**src/rtl/sbc_mode_defines.svh**
```systemverilog
/*
  Constants of the operating-mode sequencer: mode codes, delays, frame width.
  Assumes a 200 MHz core clock; times are in microseconds.
*/
// Function
// - Exactly six modes: Init, Normal, Stop, Sleep, Restart, Fail-Safe.
// - Init at power-up and after a soft reset.
// - Stop mode keeps the main regulator output on.
// - Sleep mode switches the main regulator output off.
// - Wake in Sleep/Fail-Safe or failure enters Restart and resets the MCU.
// - Restart goes to Normal after release delay once failure cleared.
// - Critical failure may enter Fail-Safe with regulator output off.
// - Fail-Safe holds until a wake event or overtemperature ends.
// - Development mode halts the watchdog counter.
// - Strap low during Init selects development mode, stored at power-on.
// - Development mode still reaches all six modes.
// - Configuration exchanged in 16-bit SPI frames.
// - Mode changes requested through the mode field of mode control.
// - Mode field cleared when passing through Restart.
// - Init begins once supply passes the power-on rise threshold.
// - Entering Init starts watchdog with long open window.
// - Failure behaviour configuration latched from interrupt/config strap.
// - Any SPI frame in Init moves to Normal.
// - No trigger within long open window in Init: failure, Restart.
// - Strap configuration stored at rising edge of reset output.
`ifndef SBC_MODE_DEFINES_SVH
`define SBC_MODE_DEFINES_SVH
`define FRAME_BITS 16
`define MODE_LSB 14
`define MODE_FIELD_NORMAL 2'h0
`define MODE_FIELD_SLEEP 2'h1
`define MODE_FIELD_STOP 2'h2
`define MODE_FIELD_RESET 2'h3
`define CLK_MHZ 200
`define RESTART_RELEASE_DELAY_US 10
`define RESTART_RELEASE_CYCLES (`RESTART_RELEASE_DELAY_US * `CLK_MHZ)
`define LONG_OPEN_WINDOW_TIME_US 200000
`define LONG_OPEN_WINDOW_CYCLES (`LONG_OPEN_WINDOW_TIME_US * `CLK_MHZ)
`define RESET_MODE_FIELD 2'h0
`endif

```
**src/rtl/sbc_mode_pkg.sv**
```systemverilog
/*
  Types shared by the mode sequencer. Assumes the defines header alongside.
*/
package sbc_mode_pkg;
  typedef enum logic [5:0] {
    ST_INIT     = 6'b000001,
    ST_NORMAL   = 6'b000010,
    ST_STOP     = 6'b000100,
    ST_SLEEP    = 6'b001000,
    ST_RESTART  = 6'b010000,
    ST_FAILSAFE = 6'b100000
  } sbc_mode_e;
endpackage

```
**src/rtl/sbc_pin_sync_if.sv**
```systemverilog
/*
  Carrier between the top module and its pin synchroniser.
  Assumes one clock shared by both ends.
*/
`timescale 1ns/1ps
interface sbc_pin_sync_if #(parameter int W = 8);
  logic [W-1:0] raw;
  logic [W-1:0] synced;
  modport sync (input raw, output synced);
  modport user (output raw, input synced);
endinterface // sbc_pin_sync_if

```
**src/rtl/sbc_mode_state_machine.sv**
```systemverilog
/*
  Operating-mode sequencer of the supply chip: six modes, MCU reset output,
  regulator enable, watchdog window, straps and a 16-bit SPI frame port.
  Assumes an SPI front end delivering whole frames as one-cycle strobes on
  CORE_CLK, and analogue monitors delivering levels from other domains.
*/
`timescale 1ns/1ps
`include "sbc_mode_defines.svh"
module sbc_mode_state_machine
  import sbc_mode_pkg::*;
#(
  parameter int RELEASE_CYCLES = `RESTART_RELEASE_CYCLES,
  parameter int LONG_WINDOW_CYCLES = `LONG_OPEN_WINDOW_CYCLES
) (
  input wire logic CORE_CLK, // 200 MHz core clock
  input wire logic RESETN, // Power-on reset, low active
  input wire logic [`FRAME_BITS-1:0] FRAME_DATA, // Received SPI frame
  input wire logic FRAME_VALID, // Frame strobe, one cycle
  input wire logic FRAME_MODE_WR, // Frame writes mode control
  input wire logic WD_TRIGGER, // Watchdog served, one cycle
  input wire logic SOFT_RESET, // Soft reset request, one cycle
  input wire logic WAKE_EVENT, // Wake from CAN, LIN or wake pin (pin)
  input wire logic REG_UNDERVOLT, // Main regulator undervoltage (pin)
  input wire logic REG_OVERVOLT, // Main regulator overvoltage (pin)
  input wire logic OVERTEMP, // Overtemperature present (pin)
  input wire logic FAIL3_DEVMODE_STRAP_PIN, // Strap pin, low selects devmode
  input wire logic INT_CFG_STRAP_PIN, // Interrupt/config strap pin
  output logic MCU_RESET_OUTPUT_N, // Reset to MCU, low active
  output logic MAIN_REGULATOR_OUTPUT_EN, // Main regulator enable
  output logic [5:0] MODE_STATE, // One-hot active mode
  output logic [1:0] MODE_FIELD, // Mode field read-back
  output logic DEV_MODE, // Development mode stored
  output logic CFG_STRAP, // Failure-behaviour strap stored
  output logic WD_FAIL, // Watchdog failure flag, sticky until power-on reset
  output logic WD_RUNNING // Watchdog counter running
);

  //////////////////////////////////////////////////////////////////////////////
  // Pin synchronisation

  localparam int NPINS = 6;
  sbc_pin_sync_if #(.W(NPINS)) pins_if ();
  // Dev strap enters inverted: the flops reset to 0, which must mean normal
  // operation, else a false development selection appears after reset.
  assign pins_if.raw = {INT_CFG_STRAP_PIN, !FAIL3_DEVMODE_STRAP_PIN, OVERTEMP,
                        REG_OVERVOLT, REG_UNDERVOLT, WAKE_EVENT};
  sbc_pin_sync #(.W(NPINS)) u_sync (
    .clk(CORE_CLK),
    .rst_n(RESETN),
    .pins(pins_if.sync)
  );
  wire wake_s = pins_if.synced[0];
  wire uv_s = pins_if.synced[1];
  wire ov_s = pins_if.synced[2];
  wire ot_s = pins_if.synced[3];
  wire devstrap_s = pins_if.synced[4];
  wire cfgstrap_s = pins_if.synced[5];

  //////////////////////////////////////////////////////////////////////////////
  // State and counters

  sbc_mode_e state_q, state_d;
  logic [1:0] mode_q, mode_d;
  logic [31:0] rel_cnt_q, rel_cnt_d;
  logic [31:0] wd_cnt_q, wd_cnt_d;
  logic dev_q, dev_d;
  logic cfg_q, cfg_d;
  logic wdf_q, wdf_d;
  logic wdf_count_q, wdf_count_d;
  logic rst_out_q, rst_out_d;
  logic pwr_up_q;
  logic fs_ot_q, fs_ot_d;

  // Frame decode
  wire [1:0] req_mode = FRAME_DATA[`MODE_LSB+1:`MODE_LSB];
  wire mode_wr = FRAME_VALID && FRAME_MODE_WR;
  wire req_legal = (req_mode == `MODE_FIELD_NORMAL) || (req_mode == `MODE_FIELD_SLEEP) ||
                   (req_mode == `MODE_FIELD_STOP) || (req_mode == `MODE_FIELD_RESET);

  // Watchdog: halted in development mode and outside Init
  wire wd_active = !dev_q && (state_q == ST_INIT);
  wire wd_expire = wd_active && !WD_TRIGGER &&
                   (wd_cnt_q == 32'(LONG_WINDOW_CYCLES - 1));
  wire critical = wd_expire || uv_s;
  // With no pull-up strap, undervoltage or a repeated watchdog failure goes to
  // Fail-Safe; the first watchdog failure, held in wdf_count_q, goes to Restart.
  wire to_failsafe = critical && !cfg_q && (wdf_count_q || uv_s);
  wire rel_done = (rel_cnt_q == 32'(RELEASE_CYCLES - 1));

  //////////////////////////////////////////////////////////////////////////////
  // Next-state logic

  always_comb begin
    state_d = state_q;
    mode_d = mode_q;
    rel_cnt_d = 32'h0;
    wd_cnt_d = 32'h0;
    dev_d = dev_q;
    cfg_d = cfg_q;
    wdf_d = wdf_q;
    wdf_count_d = wdf_count_q;
    rst_out_d = rst_out_q;
    fs_ot_d = fs_ot_q;
    if (wd_active && !WD_TRIGGER) begin
      wd_cnt_d = wd_cnt_q + 32'h1;
    end
    unique case (state_q)
      ST_INIT: begin
        if (pwr_up_q) begin
          dev_d = devstrap_s;
        end
        if (wd_expire) begin
          wdf_d = 1'b1;
          wdf_count_d = 1'b1;
          state_d = to_failsafe ? ST_FAILSAFE : ST_RESTART;
          rst_out_d = 1'b0;
        end else if (FRAME_VALID) begin
          state_d = ST_NORMAL;
          rst_out_d = 1'b1;
        end
      end
      ST_NORMAL, ST_STOP: begin
        if (critical) begin
          state_d = to_failsafe ? ST_FAILSAFE : ST_RESTART;
          rst_out_d = 1'b0;
        end else if (mode_wr && req_legal) begin
          mode_d = req_mode;
          unique case (req_mode)
            `MODE_FIELD_SLEEP: state_d = ST_SLEEP;
            `MODE_FIELD_STOP: state_d = ST_STOP;
            `MODE_FIELD_RESET: begin
              state_d = ST_INIT;
              wd_cnt_d = 32'h0;
            end
            default: state_d = ST_NORMAL;
          endcase
        end
      end
      ST_SLEEP: begin
        if (wake_s) begin
          state_d = ST_RESTART;
          rst_out_d = 1'b0;
        end
      end
      ST_RESTART: begin
        mode_d = `RESET_MODE_FIELD;
        rst_out_d = 1'b0;
        if (!critical && !uv_s) begin
          rel_cnt_d = rel_done ? rel_cnt_q : rel_cnt_q + 32'h1;
          if (rel_done) begin
            state_d = ST_NORMAL;
            rst_out_d = 1'b1;
            if (!pwr_up_q) begin
              cfg_d = cfg_q;
            end
          end
        end
      end
      ST_FAILSAFE: begin
        if (ot_s) begin
          fs_ot_d = 1'b1;
        end
        if (wake_s || (fs_ot_q && !ot_s)) begin
          state_d = ST_RESTART;
          fs_ot_d = 1'b0;
        end
      end
    endcase
    // Strap configuration follows the first release of the reset output
    if (pwr_up_q && !rst_out_q && rst_out_d) begin
      cfg_d = cfgstrap_s;
    end
  end

  //////////////////////////////////////////////////////////////////////////////
  // Registers

  always_ff @(posedge CORE_CLK or negedge RESETN) begin
    if (!RESETN) begin
      state_q <= ST_INIT;
      mode_q <= `RESET_MODE_FIELD;
      rel_cnt_q <= 32'h0;
      wd_cnt_q <= 32'h0;
      dev_q <= 1'b0;
      cfg_q <= 1'b0;
      wdf_q <= 1'b0;
      wdf_count_q <= 1'b0;
      rst_out_q <= 1'b0;
      fs_ot_q <= 1'b0;
    end else if (SOFT_RESET) begin
      state_q <= ST_INIT;
      mode_q <= `RESET_MODE_FIELD;
      rel_cnt_q <= 32'h0;
      wd_cnt_q <= 32'h0;
      dev_q <= dev_q;
      cfg_q <= cfg_q;
      wdf_q <= wdf_q;
      wdf_count_q <= wdf_count_q;
      rst_out_q <= rst_out_q;
      fs_ot_q <= 1'b0;
    end else begin
      state_q <= state_d;
      mode_q <= mode_d;
      rel_cnt_q <= rel_cnt_d;
      wd_cnt_q <= wd_cnt_d;
      dev_q <= dev_d;
      cfg_q <= cfg_d;
      wdf_q <= wdf_d;
      wdf_count_q <= wdf_count_d;
      rst_out_q <= rst_out_d;
      fs_ot_q <= fs_ot_d;
    end
  end

  // Power-on phase: straps are captured until the reset output first rises
  always_ff @(posedge CORE_CLK or negedge RESETN) begin
    if (!RESETN) begin
      pwr_up_q <= 1'b1;
    end else if (rst_out_q) begin
      pwr_up_q <= 1'b0;
    end
  end

  // Reset output: held low after power-on until Init releases it
  logic init_rel_q;
  always_ff @(posedge CORE_CLK or negedge RESETN) begin
    if (!RESETN) begin
      init_rel_q <= 1'b0;
    end else begin
      init_rel_q <= 1'b1;
    end
  end

  //////////////////////////////////////////////////////////////////////////////
  // Outputs

  logic reg_en_q;
  always_ff @(posedge CORE_CLK or negedge RESETN) begin
    if (!RESETN) begin
      reg_en_q <= 1'b1;
    end else begin
      // Off only in Sleep and Fail-Safe; Stop keeps it on
      reg_en_q <= !(state_d == ST_SLEEP || state_d == ST_FAILSAFE);
    end
  end

  assign MCU_RESET_OUTPUT_N = rst_out_q || (init_rel_q && state_q == ST_INIT);
  assign MAIN_REGULATOR_OUTPUT_EN = reg_en_q;
  assign MODE_STATE = state_q;
  assign MODE_FIELD = mode_q;
  assign DEV_MODE = dev_q;
  assign CFG_STRAP = cfg_q;
  assign WD_FAIL = wdf_q;
  assign WD_RUNNING = wd_active;

  wire unused_ov = ov_s;
endmodule // sbc_mode_state_machine

```
**src/rtl/sbc_pin_sync.sv**
```systemverilog
/*
  Two-flop synchroniser for every asynchronous pin of the sequencer.
  Assumes the pins are slow levels; pulses shorter than one clock may vanish.
*/
`timescale 1ns/1ps
module sbc_pin_sync #(
  parameter int W = 8
) (
  input wire logic clk, // Core clock
  input wire logic rst_n, // Async reset, low active
  sbc_pin_sync_if.sync pins // Raw in, synced out
);
  logic [W-1:0] meta_q;
  logic [W-1:0] sync_q;
  always_ff @(posedge clk or negedge rst_n) begin
    if (!rst_n) begin
      meta_q <= '0;
      sync_q <= '0;
    end else begin
      meta_q <= pins.raw;
      sync_q <= meta_q;
    end
  end
  assign pins.synced = sync_q;
endmodule // sbc_pin_sync

```
**config.mk**
```make
export PLATFORM = sky130hd
export DESIGN_NAME = sbc_mode_state_machine
export DESIGN_NICKNAME = d
export VERILOG_FILES = /design/src/rtl/sbc_mode_pkg.sv /design/src/rtl/sbc_pin_sync_if.sv /design/src/rtl/sbc_mode_state_machine.sv /design/src/rtl/sbc_pin_sync.sv
export VERILOG_INCLUDE_DIRS = /design/src /design/src/rtl
export SDC_FILE = /design/constraint.sdc
export NUM_CORES = 1
export LEC_CHECK = 0
export BUFFER_PORTS_ARGS = -buffer_cell sky130_fd_sc_hd__buf_2
export CORE_ASPECT_RATIO = 1.75
export CORE_MARGIN = 10
export CORE_UTILIZATION = 40
export DETAILED_ROUTE_END_ITERATION = 10
export GPL_TIMING_DRIVEN = 1
export PLACE_DENSITY = 0.62
export SLEW_MARGIN = 20
export SYNTH_ARGS = -nofsm -noshare
export SYNTH_HDL_FRONTEND = slang
export SYNTH_SLANG_ARGS = --single-unit
```
**constraint.sdc**
```tcl
create_clock -name CORE_CLK -period 3.4 [get_ports CORE_CLK]
set_input_delay 0.68 -clock CORE_CLK [delete_from_list [all_inputs] [get_ports CORE_CLK]]
set_output_delay 0.68 -clock CORE_CLK [all_outputs]
set_load 0.1 [all_outputs]
```
==> key figures <==
Outcome
  • Status: complete, no violations

Min path
  • Hold Crit Class: reg -> reg
  • Hold depth: 0

Critical path
  • Crit path capture type: flop
  • Flop-to-flop setup slack: 580 ps
  • CP Max Fanout: 12
  • R2R cell count: 6
  • Arr. time, crit path: 3070 ps
  • Crit path depth: 6
  • Buffers and inverters on the worst path: 0
  • Cell family with most CP delay: simple AND/OR/NAND/NOR gates
  • CP Data Required Time: 3660 ps
  • Slowest stage delay, CP: 590 ps
  • Worst path cell trace: or4_1 > or3b_1 > nand3_2 > nor2_1 > a2111oi_2 > or4b_1
  • Setup crit start kind: flop
  • Slowest CP cell: or4_1
  • Crit Path Category: reg -> reg

Run
  • Max-cap violation count: 0

Synthesis
  • Yosys reg bits: 90
  • Yosys top cell by area: dfrtp_1
  • Syn_nets: 488
  • Cells after Synth: 458
  • Number of synthesized flops with an enable pin: 0
  • Ranking of synthesized cells by area: dfrtp_1 (49%), nor2_1 (7.1%), xor2_1 (6.5%)
  • Share of synthesized flip-flops with an asynchronous set or reset: 1.00
  • Synth Cell Area: 4470 µm²
  • Sequential share of the synthesized area: 0.505
  • Avg Inst Size Synth: 9.75 µm²
  • Most common cell in the netlist: dfrtp_1
  • Synthesis Warnings: 0
  • Most used flip-flop cell after synthesis: dfrtp_1
  • Post-synth top area share: 0.488
  • Unique cell type count in the Yosys netlist: 54
  • Top cells by count, synth: dfrtp_1 (87), nor2_1 (85), xor2_1 (33)

Cells and area
  • Layout fillers: 1067
  • Syn-to-layout area delta: 12.6%
  • Final Instance Area: 5030 µm²
  • # nets final: 517
  • N_diodes: 0
  • Layout cell share with drive strength beyond 1: 0.128
  • Fin util: 0.455

CTS
  • Clock sinks: 90
  • Clk_lat worst skew: 340 ps
  • Clk pin slew, worst setup/hold paths: 60 ps
  • CTS Buf Count: 9
  • Post-cts hold buffer count: 0
  • # Post-CTS Setup Buffers: 0
  • Clk root buf: clkbuf_16
  • CTS tree: done
  • H-tree depth: 3
  • Cts repair resizes: 0
  • Clock tree buffer depth: 2

Route
  • Via count: 3421
  • Final wirelength: 9.85 mm
  • DRT Pass-1 Iters: 4
  • M1 WL: 3.96 mm
  • Drt via density: 5.48
  • Routed met2 length: 5.35 mm
  • DRC: 0
  • Iter 0 DRT Violations: 151
  • Average wire per standard cell: 15.8 µm
  • DR top layer: met4
  • Antenna Nets Post-Route: 0
  • Met3 WL: 270 µm

Timing
  • Final hold vios: 0
  • Final worst slack: 583 ps
  • Setup violators final: 0
  • Relative slew slack: 0.528
  • Tightest Pin Transition: 708 ps
  • Setup TNS: 0 ps
  • Clock Skews: 5.30 ps
  • RSZ-0062 raised after global routing: no
  • Final period util: 0.829
  • Min Tclk post-route: 2820 ps
  • Max Freq: 0.355 GHz
  • Slew Limit Fails: 0

Placed design
  • Cell Area, Placed: 4740 µm²
  • HPWL after detailed placement: 7.15 mm
  • PortBufs: 26
  • RePlAce Congestion: 0.900
  • DP Worst Slack: 593 ps

Global routing
  • Global-route wire length before repair: 17.0 mm
  • Largest net degree at the start of global routing: 58
  • Vias in the first global route: 3634
  • Initial antenna violation count: 0
  • GR Util All Layers: 0.130
  • Gr ovfl total: 0

Floorplanning
  • Io pins: 42
  • Die height: 160 µm
  • Initial core utilization: 0.405
  • Core region area: 11000 µm²
  • Num rows: 51
  • Die X: 99.9 µm
  • Die footprint: 16000 µm²

Pwr
  • VDD IR max: 0.316 mV
  • Pwr Density: 444 nW/µm²
  • Static Leakage: 2.08 nW
## flip-flops by register name (all words and copies together) (netlist names)
signal	cells
init_rel_q	1
u_sync.pins.synced	5
u_sync.meta_q	5
wd_cnt_q	32
fs_ot_q	1
MODE_STATE	6
CFG_STRAP	1
MODE_FIELD	2
pwr_up_q	1
rel_cnt_q	32
MAIN_REGULATOR_OUTPUT_EN	1
rst_out_q	1
DEV_MODE	1
wdf_count_q	1
## path summary, 6_finish.rpt
path	startpoint	end
setup / recovery	MODE_STATE[4]	MAIN_REGULATOR_OUTPUT_EN
setup reg to reg	MODE_STATE[4]	MAIN_REGULATOR_OUTPUT_EN
hold / removal	u_sync.meta_q[0]	u_sync.pins.synced[0]
max in group asynchronous	RESETN	MODE_STATE[0]
hold reg to reg	u_sync.meta_q[0]	u_sync.pins.synced[0]
min in group asynchronous	RESETN	rel_cnt_q[23]
## metrics by stage
step | hold WS (ps) | std cells | total power (W)
after floorplan | 331 | 458 | 0.00126
after global placement | 334 | 608 | 0.00132
after detailed placement | 336 | 608 | 0.00132
after CTS | 351 | 624 | 0.00227
after global routing | 364 | 624 | 0.00232
final | 348 | 624 | 0.00223
## area by class of cell
| class | count | area (µm²) | share of cell area |
|---|---|---|---|
| tap | 132 | 165 | 0.0329 |
| timing repair buffer | 34 | 193 | 0.0383 |
| sequential | 90 | 2260 | 0.449 |
| clock buffer | 12 | 256 | 0.0510 |
| clock inverter | 4 | 26.3 | 0.00523 |
| inverter | 11 | 41.3 | 0.00822 |
| multi-input combinational | 341 | 2090 | 0.415 |
## layer usage
| layer | track usage | up-vias |
|---|---|---|
| li1 | - | 1644 |
| met1 | 0.140 | 1701 |
| met2 | 0.230 | 52 |
| met3 | 0.0285 | 24 |
| met4 | 0.0596 | 0 |
| met5 | 0 | - |
## power breakdown
group	internal, W	leakage, nW	switching, W
logic	0.0000473	0.720	0.000145
registers	0.00109	1.22	0.0000204
clock network	0.000534	0.139	0.000398
## logic make-up (layout without fill, tap and decap cells)
family                   count (synthesis)  after routing  synth area share
other                                    1              1          0.000840
AO/OA/AOI/OAI                           33             33            0.0516
AND/OR/NAND/NOR                        236            236             0.272
buffers and inverters                   27             61            0.0277
adder cells (fa/ha/maj)                  2              2           0.00560
XOR/XNOR                                64             64             0.126
flip-flops                              90             90             0.505
multiplexers                             5              5            0.0118
## placed cells by master (no fill, tap or decap), types with 2 or more instances in the layout
master	count
dfrtp_1	87
dfstp_2	3
mux2i_1	3
mux2_2	2
o21ai_0	8
o2bb2ai_1	2
nand3b_1	2
inv_1	11
nor4_1	14
nand3_1	25
a31oi_1	3
buf_2	25
xnor2_1	31
nor4b_1	2
clkinv_2	2
or3_1	4
a22oi_1	2
and3_1	11
clkbuf_16	9
o211ai_1	2
and4_1	11
ha_1	2
or4_1	2
nor2_1	84
nor3_1	10
xor2_1	33
nand2b_1	3
a32oi_1	2
a21oi_1	5
or2_2	2
clkbuf_8	2
nand4_1	16
buf_4	9
nor2b_1	5
nor3b_1	2
nand2_1	32
No activity file was read; power rests on OpenSTA's default activity.
